[config.mk]
export PLATFORM = sky130hd
export DESIGN_NAME = swc_switch_ctrl_fn
export DESIGN_NICKNAME = d
export VERILOG_FILES = /design/src/inc/swc_pkg.sv /design/src/core/swc_switch_ctrl_fn.sv
export SDC_FILE = /design/constraint.sdc
export NUM_CORES = 1
export LEC_CHECK = 0
export BUFFER_PORTS_ARGS = -buffer_cell sky130_fd_sc_hd__buf_2
export CAP_MARGIN = 20
export CORE_MARGIN = 2
export CORE_UTILIZATION = 41
export DETAILED_ROUTE_END_ITERATION = 8
export MAX_ROUTING_LAYER = met4
export PLACE_DENSITY = 0.6
export SLEW_MARGIN = 20
export SYNTH_ARGS = -nofsm -noshare
export SYNTH_HDL_FRONTEND = slang
export SYNTH_SLANG_ARGS = --single-unit
[constraint.sdc]
create_clock -name clk -period 5 [get_ports clk]
set_input_delay 0.75 -clock clk [delete_from_list [all_inputs] [get_ports clk]]
set_output_delay 0.75 -clock clk [all_outputs]
set_load 0.02 [all_outputs]
[src/inc/swc_pkg.sv]
package swc_pkg;
    localparam int CLK_NS = 5;
    localparam int TICK_NS = 1000000;
    localparam int TICK_CYC = TICK_NS / CLK_NS;
    localparam logic [15:0] MS_MAX = 16'hEA60;
    localparam logic [15:0] MOVE_RST = 16'h0064;
    localparam logic [15:0] MID_RST = 16'h0096;
    localparam logic [15:0] PULSE_RST = 16'h00C8;
    localparam logic EARLY_RST = 1'b0;
    localparam logic HIDE_RST = 1'b1;
    localparam logic [7:0] OFS_CTRL = 8'h00;
    localparam logic [7:0] OFS_MOVE = 8'h04;
    localparam logic [7:0] OFS_MID = 8'h08;
    localparam logic [7:0] OFS_OPUL = 8'h0C;
    localparam logic [7:0] OFS_CPUL = 8'h10;
    localparam logic [7:0] OFS_STAT = 8'h14;
    localparam logic [7:0] OFS_CNT = 8'h18;
    localparam logic [1:0] POS_MID = 2'h0;
    localparam logic [1:0] POS_OPEN = 2'h1;
    localparam logic [1:0] POS_CLOSED = 2'h2;
    localparam logic [1:0] POS_BAD = 2'h3;
    localparam logic [3:0] CAUSE_NONE = 4'h0;
    localparam logic [3:0] CAUSE_FUNC = 4'h1;
    localparam logic [3:0] CAUSE_LOCAL = 4'h2;
    localparam logic [3:0] CAUSE_OPEN_INH = 4'h3;
    localparam logic [3:0] CAUSE_CLOSE_INH = 4'h4;
    localparam logic [3:0] CAUSE_BUSY = 4'h5;
    localparam logic [3:0] CAUSE_MOVE = 4'h6;
    localparam logic [3:0] CAUSE_MID = 4'h7;

    typedef enum logic {SWC_IDLE, SWC_DRIVE} swc_mode_t;

    typedef struct packed {
        logic psel;
        logic penable;
        logic pwrite;
        logic [7:0] paddr;
        logic [31:0] pwdata;
    } swc_apb_req_t;

    typedef struct packed {
        logic [31:0] prdata;
        logic pready;
        logic pslverr;
    } swc_apb_rsp_t;

    typedef struct packed {
        logic [20:0] rsv;
        logic close_cmd;
        logic open_cmd;
        logic count_clear;
        logic [2:0] rsv2;
        logic sub_closed;
        logic sub_open;
        logic sub_en;
        logic mid_hide_en;
        logic early_release_en;
    } swc_ctrl_t;

    typedef struct packed {
        logic open_drive;
        logic close_drive;
        logic is_open;
        logic is_closed;
        logic open_inhibited;
        logic close_inhibited;
        logic update_inhibited;
        logic substituted_flag;
        logic move_err;
        logic mid_err;
    } swc_out_t;

    typedef struct packed {
        logic [15:0] rsv;
        logic [3:0] cause;
        logic [1:0] rsv2;
        swc_out_t ind;
    } swc_stat_t;

    typedef struct packed {
        logic [17:0] tick_cnt;
        logic tick;
        swc_mode_t mode;
        logic dir_close;
        logic same_pos;
        logic bad_start;
        logic [1:0] start_pos;
        logic [15:0] plen;
        logic [15:0] pulse_ms;
        logic [15:0] move_ms;
        logic [15:0] mid_ms;
        logic [15:0] move_len;
        logic [15:0] mid_len;
        logic [15:0] open_len;
        logic [15:0] close_len;
        logic drive;
        logic [1:0] rep_pos;
        logic [1:0] sub_pos;
        logic sub_en;
        logic early;
        logic hide;
        logic move_err;
        logic mid_err;
        logic [15:0] count;
        logic [3:0] cause;
        swc_apb_rsp_t rsp;
        swc_out_t o;
    } swc_state_t;
endpackage : swc_pkg

[src/core/swc_switch_ctrl_fn.sv]
// Contract
// - Start-of-movement time 0..60 s, default 100 ms
// - Intermediate time 0..60 s, default 150 ms
// - Separate open/close pulse lengths, default 200 ms
// - Early release ends pulse at new position
// - Mid-position hidden while intermediate timer runs
// - Local selector rejects all internal commands
// - Remote selector accepts internal commands
// - Open inhibit refuses opens, shows open-inhibited
// - Close inhibit refuses closes, shows close-inhibited
// - Update inhibit freezes position, resets related outputs
// - Function block: no outputs, commands rejected
// - Inhibit indications registered from inputs, cleared by reset
// - Substitution always accepted, freezes process position
// - Movement not started at timer expiry flags error
// - Too long in intermediate position flags error
// - Early-released pulse never exceeds pulse length
// - Pulse ends on first of three events
// - Bad start position: pulse ends at length only
// - Same position, early release: ends at movement timer
// - Same position, no early release: full length
// - Operation counter, cleared by input or remote
// - Drive only when allowed, else report cause
// - Latest error cause presented as integer
`timescale 1ns/10ps
module swc_switch_ctrl_fn import swc_pkg::*; #(
    parameter int TICK_CYCLES = TICK_CYC
) (
    input wire logic clk,
    input wire logic rst_n,
    input wire swc_apb_req_t apb_req,
    output swc_apb_rsp_t apb_rsp,
    input wire logic function_block_in,
    input wire logic local_remote_sel,
    input wire logic open_cmd_in,
    input wire logic close_cmd_in,
    input wire logic open_inhibit_in,
    input wire logic close_inhibit_in,
    input wire logic update_inhibit_in,
    input wire logic io_open_ind,
    input wire logic io_closed_ind,
    input wire logic count_clear,
    output swc_out_t ind,
    output logic [15:0] operation_count,
    output logic [3:0] last_cause
);
    swc_state_t s_ff;
    swc_state_t nxt_s;
    logic acc;
    logic wr_done;
    logic mapped;
    logic [15:0] wval;
    swc_ctrl_t wctrl;
    logic req_open;
    logic req_close;
    logic accept;
    logic [1:0] raw;
    logic [1:0] target;
    logic pexp;
    logic mexp;
    logic left;
    logic reach;
    logic fin;
    logic hide_now;
    logic frozen;
    swc_ctrl_t rctrl;
    swc_stat_t rstat;

    always_comb begin
        nxt_s = s_ff;
        raw = {io_closed_ind, io_open_ind};
        // Millisecond tick shared by all timers
        nxt_s.tick = 1'b0;
        if (s_ff.tick_cnt == 18'(TICK_CYCLES - 1)) begin
            nxt_s.tick_cnt = '0;
            nxt_s.tick = 1'b1;
        end else begin
            nxt_s.tick_cnt = s_ff.tick_cnt + 18'h00001;
        end

        // Bus slave: one wait cycle, write lands with pready
        acc = apb_req.psel & apb_req.penable;
        wr_done = acc & s_ff.rsp.pready & apb_req.pwrite;
        wctrl = swc_ctrl_t'(apb_req.pwdata);
        wval = (apb_req.pwdata[15:0] > MS_MAX) ? MS_MAX
            : apb_req.pwdata[15:0];
        mapped = apb_req.paddr inside {OFS_CTRL, OFS_MOVE, OFS_MID,
            OFS_OPUL, OFS_CPUL, OFS_STAT, OFS_CNT};
        rctrl = '0;
        rctrl.early_release_en = s_ff.early;
        rctrl.mid_hide_en = s_ff.hide;
        rctrl.sub_en = s_ff.sub_en;
        rctrl.sub_open = s_ff.sub_pos[0];
        rctrl.sub_closed = s_ff.sub_pos[1];
        rstat = '0;
        rstat.cause = s_ff.cause;
        rstat.ind = s_ff.o;
        nxt_s.rsp.pready = acc & ~s_ff.rsp.pready;
        nxt_s.rsp.pslverr = acc & ~s_ff.rsp.pready & ~mapped;
        nxt_s.rsp.prdata = '0;
        if (acc && !s_ff.rsp.pready && !apb_req.pwrite) begin
            case (apb_req.paddr)
                OFS_CTRL: nxt_s.rsp.prdata = 32'(rctrl);
                OFS_MOVE: nxt_s.rsp.prdata = {16'h0000, s_ff.move_len};
                OFS_MID: nxt_s.rsp.prdata = {16'h0000, s_ff.mid_len};
                OFS_OPUL: nxt_s.rsp.prdata = {16'h0000, s_ff.open_len};
                OFS_CPUL: nxt_s.rsp.prdata = {16'h0000, s_ff.close_len};
                OFS_STAT: nxt_s.rsp.prdata = 32'(rstat);
                OFS_CNT: nxt_s.rsp.prdata = {16'h0000, s_ff.count};
                default: nxt_s.rsp.prdata = '0;
            endcase
        end
        req_open = open_cmd_in;
        req_close = close_cmd_in;
        if (wr_done) begin
            case (apb_req.paddr)
                OFS_CTRL: begin
                    nxt_s.early = wctrl.early_release_en;
                    nxt_s.hide = wctrl.mid_hide_en;
                    nxt_s.sub_en = wctrl.sub_en;
                    nxt_s.sub_pos = {wctrl.sub_closed, wctrl.sub_open};
                    req_open = req_open | wctrl.open_cmd;
                    req_close = req_close | wctrl.close_cmd;
                end
                OFS_MOVE: nxt_s.move_len = wval;
                OFS_MID: nxt_s.mid_len = wval;
                OFS_OPUL: nxt_s.open_len = wval;
                OFS_CPUL: nxt_s.close_len = wval;
                default: ;
            endcase
        end

        // Position reporting, intermediate supervision
        frozen = update_inhibit_in | s_ff.sub_en;
        if (frozen || raw != POS_MID) begin
            nxt_s.mid_ms = '0;
        end else if (s_ff.mid_ms >= s_ff.mid_len) begin
            if (!s_ff.mid_err) begin
                nxt_s.mid_err = 1'b1;
                nxt_s.cause = CAUSE_MID;
            end
        end else if (s_ff.tick) begin
            nxt_s.mid_ms = s_ff.mid_ms + 16'h0001;
        end
        if (frozen) begin
            nxt_s.mid_err = 1'b0;
        end
        hide_now = s_ff.hide & (raw == POS_MID)
            & (s_ff.mid_ms < s_ff.mid_len);
        if (s_ff.sub_en) begin
            nxt_s.rep_pos = s_ff.sub_pos;
        end else if (!update_inhibit_in && !hide_now) begin
            nxt_s.rep_pos = raw;
        end

        // Command acceptance, causes in order of precedence
        accept = 1'b0;
        target = req_open ? POS_OPEN : POS_CLOSED;
        if (req_open || req_close) begin
            if (function_block_in) begin
                nxt_s.cause = CAUSE_FUNC;
            end else if (local_remote_sel) begin
                nxt_s.cause = CAUSE_LOCAL;
            end else if (req_open && open_inhibit_in) begin
                nxt_s.cause = CAUSE_OPEN_INH;
            end else if (!req_open && close_inhibit_in) begin
                nxt_s.cause = CAUSE_CLOSE_INH;
            end else if (s_ff.mode != SWC_IDLE) begin
                nxt_s.cause = CAUSE_BUSY;
            end else begin
                accept = 1'b1;
            end
        end

        // Drive pulse and movement supervision
        pexp = s_ff.pulse_ms >= s_ff.plen;
        mexp = s_ff.move_ms >= s_ff.move_len;
        left = raw != s_ff.start_pos;
        reach = raw == (s_ff.dir_close ? POS_CLOSED : POS_OPEN);
        fin = 1'b0;
        case (s_ff.mode)
            SWC_IDLE: begin
                if (accept) begin
                    nxt_s.mode = SWC_DRIVE;
                    nxt_s.drive = 1'b1;
                    nxt_s.dir_close = ~req_open;
                    nxt_s.plen = req_open ? s_ff.open_len
                        : s_ff.close_len;
                    nxt_s.start_pos = raw;
                    nxt_s.same_pos = raw == target;
                    nxt_s.bad_start = raw == POS_BAD;
                    nxt_s.pulse_ms = '0;
                    nxt_s.move_ms = '0;
                    nxt_s.move_err = 1'b0;
                end
            end
            SWC_DRIVE: begin
                if (s_ff.tick) begin
                    nxt_s.pulse_ms = s_ff.pulse_ms + 16'h0001;
                    nxt_s.move_ms = s_ff.move_ms + 16'h0001;
                end
                if (s_ff.bad_start) begin
                    fin = pexp;
                end else if (s_ff.same_pos) begin
                    fin = pexp | (s_ff.early & mexp);
                end else begin
                    fin = pexp | (s_ff.early & reach)
                        | (mexp & ~left);
                    if (mexp && !left) begin
                        nxt_s.move_err = 1'b1;
                        nxt_s.cause = CAUSE_MOVE;
                    end
                end
                if (fin) begin
                    nxt_s.mode = SWC_IDLE;
                    nxt_s.drive = 1'b0;
                end
            end
            default: begin
                nxt_s.mode = SWC_IDLE;
                nxt_s.drive = 1'b0;
            end
        endcase

        // Counter: an operation in the clearing cycle survives
        if (count_clear || (wr_done && apb_req.paddr == OFS_CTRL
            && wctrl.count_clear)) begin
            nxt_s.count = {15'h0000, accept};
        end else if (accept) begin
            nxt_s.count = s_ff.count + 16'h0001;
        end

        // Outputs, silenced by function block
        nxt_s.o = '0;
        if (!function_block_in) begin
            nxt_s.o.open_drive = nxt_s.drive & ~nxt_s.dir_close;
            nxt_s.o.close_drive = nxt_s.drive & nxt_s.dir_close;
            nxt_s.o.is_open = nxt_s.rep_pos[0];
            nxt_s.o.is_closed = nxt_s.rep_pos[1];
            nxt_s.o.open_inhibited = open_inhibit_in;
            nxt_s.o.close_inhibited = close_inhibit_in;
            nxt_s.o.update_inhibited = update_inhibit_in;
            nxt_s.o.substituted_flag = nxt_s.sub_en;
            nxt_s.o.move_err = nxt_s.move_err;
            nxt_s.o.mid_err = nxt_s.mid_err;
        end

        if (!rst_n) begin
            nxt_s = '0;
            nxt_s.move_len = MOVE_RST;
            nxt_s.mid_len = MID_RST;
            nxt_s.open_len = PULSE_RST;
            nxt_s.close_len = PULSE_RST;
            nxt_s.early = EARLY_RST;
            nxt_s.hide = HIDE_RST;
            nxt_s.cause = CAUSE_NONE;
        end
    end

    always_ff @(posedge clk) begin
        s_ff <= nxt_s;
    end

    assign apb_rsp = s_ff.rsp;
    assign ind = s_ff.o;
    assign operation_count = s_ff.count;
    assign last_cause = s_ff.cause;
endmodule : swc_switch_ctrl_fn

**Yosys cells after proc, flatten, opt, wreduce, memory -nomap -nowiden**

Index checks and enable logic that the tools add are counted.

- Logic and storage cells: 178
- Output and inout bits: 64
- Register bits after elaboration: 227
- Bits of input ports: 55

- Multiplexer cells: 55
- $add $sub $neg: 5
- Reduce and logical (&&, ||, !) cells: 35
- Eq/ne operators: 13
- Bitwise operators: 26
- Order comparisons: 5

Operators by type and width:

| operator | count |
|---|---|
| $pmux 16 s7 | 1 |
| $add 16x1->16 const B | 4 |
| $pmux 32 s2 | 1 |
| $mux 54 | 1 |
| $mux 4 | 13 |
| $ge 16x16->1 | 3 |
| $mux 16 | 2 |
| $mux 32 | 1 |
| $mux 1 | 26 |
| $eq 8x5->1 const B | 3 |
| $mux 21 | 1 |
| $add 18x1->18 const B | 1 |
| $eq 18x18->1 const B | 1 |
| $reduce_and 2->1 | 9 |
| $eq 8x4->1 const B | 2 |
| $gt 16x16->1 const B | 1 |
| $lt 16x16->1 | 1 |
| $and 1x1->1 | 12 |
| $eq 8x3->1 const B | 1 |
| $logic_and 1x1->1 | 8 |
| $logic_not 8->1 | 1 |
| $mux 2 | 4 |
| $not 1->1 | 8 |
| $reduce_or 2->1 | 4 |
| other kinds (13) | 30 |

**Longest topological paths before layout**

- Depth after elaboration: 15
- Gate-level depth with buffers: 9
- Depth with buffers taken out: 8

**Worst setup path before layout**

Ideal clock, no wire load.

- Path kind: register to register
- From: register s_ff[138] in the netlist's numbering
- To: register s_ff[142] in the netlist's numbering
- Buffers on the path: 1
- Path slack: 2.513 ns
- Arrival time: 2.415 ns
- Clock period less this slack: 2.487 ns
- Cell stages (with the launch flop): 10
- Setup time: 0.072 ns
- Data required time: 4.928 ns
- Cell sequence: dfxtp_1 -> inv_1 -> ha_1 -> nand2b_1 -> a2111oi_4 -> nor4_4 -> or4_1 -> clkbuf_2 -> or3_1 -> a21oi_1

- Longest elaborated chain between the ends: 3
- Elaborated cells between the ends (all ways): 4
- Classes of those cells: add/sub (1); order compare (1); bitwise (1); reduce/logical (1)

RTL lines:

| element | line | source |
|---|---|---|
| start, declared | swc_switch_ctrl_fn.sv:47 | `swc_state_t s_ff;` |
| start signal, assigned | swc_switch_ctrl_fn.sv:261 | `s_ff <= nxt_s;` |
| $ge 16x16->1 | swc_switch_ctrl_fn.sv:137 | `end else if (s_ff.mid_ms >= s_ff.mid_len) begin` |
| $not 1->1 (no source line) | - |  |
| $reduce_and 2->1 (no source line) | - |  |

Several ways; a longest one is shown, not always the timed one.
A chain may end at the register's enable or synchronous reset.

**Final worst setup path**

- From: input port apb_req[33] in the netlist's numbering
- To: register s_ff (netlist bit ind[9])

- Longest elaborated chain between the ends: 14
- Elaborated cells between the ends (all ways): 21
- Classes of those cells: mux (13); bitwise (3); reduce/logical (5)

RTL lines:

| element | line | source |
|---|---|---|
| start, declared | swc_switch_ctrl_fn.sv:31 | `input wire swc_apb_req_t apb_req,` |
| $logic_not 8->1 * | swc_switch_ctrl_fn.sv:116 | `case (apb_req.paddr)` |
| $mux 1 | swc_switch_ctrl_fn.sv:116 |  |
| $mux 1 | swc_switch_ctrl_fn.sv:115 | `if (wr_done) begin` |
| $logic_not 1->1 | swc_switch_ctrl_fn.sv:166 | `end else if (!req_open && close_inhibit_in) begin` |
| $logic_and 1x1->1 | swc_switch_ctrl_fn.sv:166 |  |
| $mux 1 | swc_switch_ctrl_fn.sv:166 |  |
| $mux 1 | swc_switch_ctrl_fn.sv:164 | `end else if (req_open && open_inhibit_in) begin` |
| $mux 1 | swc_switch_ctrl_fn.sv:162 | `end else if (local_remote_sel) begin` |
| $mux 1 | swc_switch_ctrl_fn.sv:160 | `if (function_block_in) begin` |
| $mux 1 | swc_switch_ctrl_fn.sv:159 | `if (req_open \|\| req_close) begin` |
| $mux 54 | swc_switch_ctrl_fn.sv:183 | `if (accept) begin` |
| $mux 21 | swc_switch_ctrl_fn.sv:181 | `case (s_ff.mode)` |
| $not 1->1 | swc_switch_ctrl_fn.sv:236 | `nxt_s.o.open_drive = nxt_s.drive & ~nxt_s.dir_close;` |
| $and 1x1->1 * | swc_switch_ctrl_fn.sv:236 |  |

Mark *: on every way between the ends. The rest lies on a longest branch, timed or not. The select of a mux whose other input is x is not followed.

==> metrics.cfg <==
[setup_path]
r2r_slack_ns = 2.08
worstSetupPathType = in -> reg
cp-end-kind = flip-flop
arrival_ns = 3.37
rr_worst_depth = 7
cp_data_required_time_ns = 5.44
cp-start-kind = input port
reg2reg_to = last_cause[0]$_SDFF_PN0_
cp_max_fo = 30
timing.rr.start = s_ff[120]$_SDFFE_PN0P_
critPathCapture = ind[9]$_SDFF_PP0_
crit_path_start = apb_req[33]

[clock_network]
clock-sinks = 211
cts_tree = yes
cts_root_buffer = clkbuf_16
htree_levels = 1
cts_buffers = 24
ctsResizeCount = 0
cts.clk_slew.worst_paths_ns = 0.06
clk_latency_ns = 0.53
cts-hold-fix-buffers = 0
clock_path_buffers = 3
post_cts_buffers = 0

[synth]
synth.avg_cell_area_sq_um = 8.28
async_flop_share_pct = 0
ys_types = 73
yosys.area.top_type_share_pct = 38.0
netlist_instances = 1343
synth_ff_type = dfxtp_1
synth_edf_count = 0
synth-seq-cells = 211
synthTopCellsByArea = dfxtp_1 38%, ha_1 6.0%, a21oi_1 5.2%, nor2_1 5.2%, buf_4 4.3%
yosysWarnings = 0
netlist_area_sq_um = 11100
ys_seq_area_share_pct = 38.0
yosysTopAreaCell = dfxtp_1

[floorplan]
core-area_sq_um = 26800
num_rows = 60
die-area_sq_um = 28500
die_y_microns = 169
die_w_microns = 169
floorplan.initialDensity_pct = 41.5
ioPinCount = 119

[timing]
drv_slew = 0
fin_crit_sh_pct = 58.5
final-setup-viol-count = 0
slew_headroom_pct = 33.4
period_minus_slack_ns = 2.92
holdWs_ns = 0.466
timing.fmax_mhz = 342
worst_slack_ns = 2.08
hold_viol = 0
finalSetupTns_ns = 0
grt_setup_unrepaired = false
skew_ns = 0.0264
tightestPinTransition_ns = 0.997

[global_routing]
grt_max_degree = 53
grt_antenna_before_repair = 0
gr-total-overflow = 0
grt.total_usage_pct = 23.4
grt_pass1_wl_mm = 51.2
grt_pass1_vias = 9130

[power]
ir_drop_uv = 179
p_per_area_nw_per_um2 = 308
p_leak_uw = 0.00466

[job]
drv_cap = 0

[layout]
syn2layout_area_growth_pct = 9.72
drive_gt1_share_pct = 12.9
num_antenna_cells = 0
nNetsFinal = 1458
fillers = 2654
fin_area_sq_um = 12200

[route]
drt_wl_total_mm = 32.7
drt_pass1_iterations = 5
drc = 0
initialDrtViolationCount = 1048
route.vias.total = 9713
wl_per_cell_microns = 19.1
routed_via_density = 5.68
ant_nets = 0

[placed_design]
portBuffers = 86
dp_slack_ns = 1.57
globalplace.congestion = 0.931
placed_cell_area_sq_um = 11400
detailed_place_hpwl_mm = 24.2

[outcome]
status = finished clean

[min_path]
min-delay-path-class = reg -> reg

-- worst min-delay path by stage --
stage,startpoint,endpoint,slack (ns),cells after the start
floorplan,s_ff[209]$_SDFF_PP0_,s_ff[209]$_SDFF_PP0_,0.43,1
global placement,s_ff[65]$_SDFF_PN0_,s_ff[65]$_SDFF_PN0_,0.45,1
detailed placement,s_ff[65]$_SDFF_PN0_,s_ff[65]$_SDFF_PN0_,0.46,1
CTS,update_inhibit_in,s_ff[64]$_SDFF_PN0_,0.47,2
global route,update_inhibit_in,s_ff[64]$_SDFF_PN0_,0.47,2
finish,s_ff[209]$_SDFF_PP0_,s_ff[209]$_SDFF_PP0_,0.47,1
-- stage by stage --
step / total power, uW / utilization [%] / cells
floorplan: 1910 / - / 1358
global placement: 1980 / 42.5 / 1665
detailed placement: 1980 / 42.5 / 1665
CTS: 3770 / 45.5 / 1709
global route: 3870 / 45.5 / 1709
finish: 3760 / 45.5 / 1709
-- layer usage --
layer | track usage, % | vias to the layer above | routed length, microns
li1 | - | 4718 | -
met1 | 32.5 | 4601 | 15100
met2 | 34.1 | 323 | 14000
met3 | 4.44 | 71 | 2510
met4 | 8.10 | 0 | 1180
met5 | - | - | 0
-- Yosys cell counts, types with 9 or more instances --
cell type and n:
a21oi_1 115, nor3_1 18, xnor2_1 22, nor2_1 153
ha_1 53, clkbuf_1 49, nand2_1 126, a31oi_1 13
xor2_1 20, nand3_1 60, a211oi_1 36, mux2_2 12
o21ai_0 46, a22oi_1 18, nand2b_1 10, or3_1 9
and3_1 22, o211ai_1 17, nand4_1 21, or4_1 9
dfxtp_1 211, nor4_1 15, buf_2 15, mux2i_1 29
inv_1 65, buf_4 64
-- worst max-delay path, stage by stage --
cell and delay, ns:
buf_2 0.12, nor4_4 0.55, nand4_2 0.26, o211a_1 0.51, nor2_2 0.59, buf_12 0.25
o21ai_0 0.12, a211oi_1 0.20
-- where the power goes --
group	switching, uW	internal (uW)	total [uW]	leakage, uW
Clock	724	1090	1810	0.000404
Sequential	14.9	1700	1710	0.00170
Combinational	167	69.4	236	0.00255
Total	906	2860	3760	0.00466
-- logic make-up (layout without fill, tap and decap cells) --
| kind of cell | count (synthesis) | in the layout | synth area share (%) |
|---|---|---|---|
| AOI/OAI and AO/OA | 306 | 306 | 17.8 |
| xor gates and xnor gates | 42 | 42 | 3.31 |
| adders and majority gates | 53 | 53 | 5.96 |
| buffers and inverters | 198 | 208 | 9.02 |
| DFF | 211 | 211 | 38.0 |
| muxes | 44 | 44 | 4.43 |
| other | 1 | 16 | 0.0337 |
| and+or+nand+nor | 488 | 488 | 21.4 |
-- layout by cell type, fill, tap and decap left out, types with 16 or more instances in the layout --
cell and n:
a211oi_1 36, a21oi_1 115, a22oi_1 18, and3_1 22, buf_2 86, clkbuf_16 25, conb_1 16, dfxtp_1 211
ha_1 53, inv_1 65, mux2i_1 29, nand2_1 126, nand3_1 60, nand4_1 21, nor2_1 153, nor3_1 18
o211ai_1 17, o21ai_0 46, xnor2_1 22, xor2_1 20
-- area by class of cell --
class | instances | area (sq um) | area share (%)
clock buffers | 33 | 706 | 5.78
repair buffers | 98 | 533 | 4.37
well taps | 341 | 427 | 3.50
flip-flops and latches | 211 | 4220 | 34.6
inverters | 66 | 248 | 2.03
clock inverters | 11 | 110 | 0.902
multi-input cells | 949 | 5960 | 48.8
-- registers in the layout, indices dropped and copies added, names as in the netlist --
signal and count:
s_ff 158, apb_rsp 18, operation_count 16, ind 10
rctrl 5, last_cause 4
Note: power is estimated with default switching activity, not from simulation.
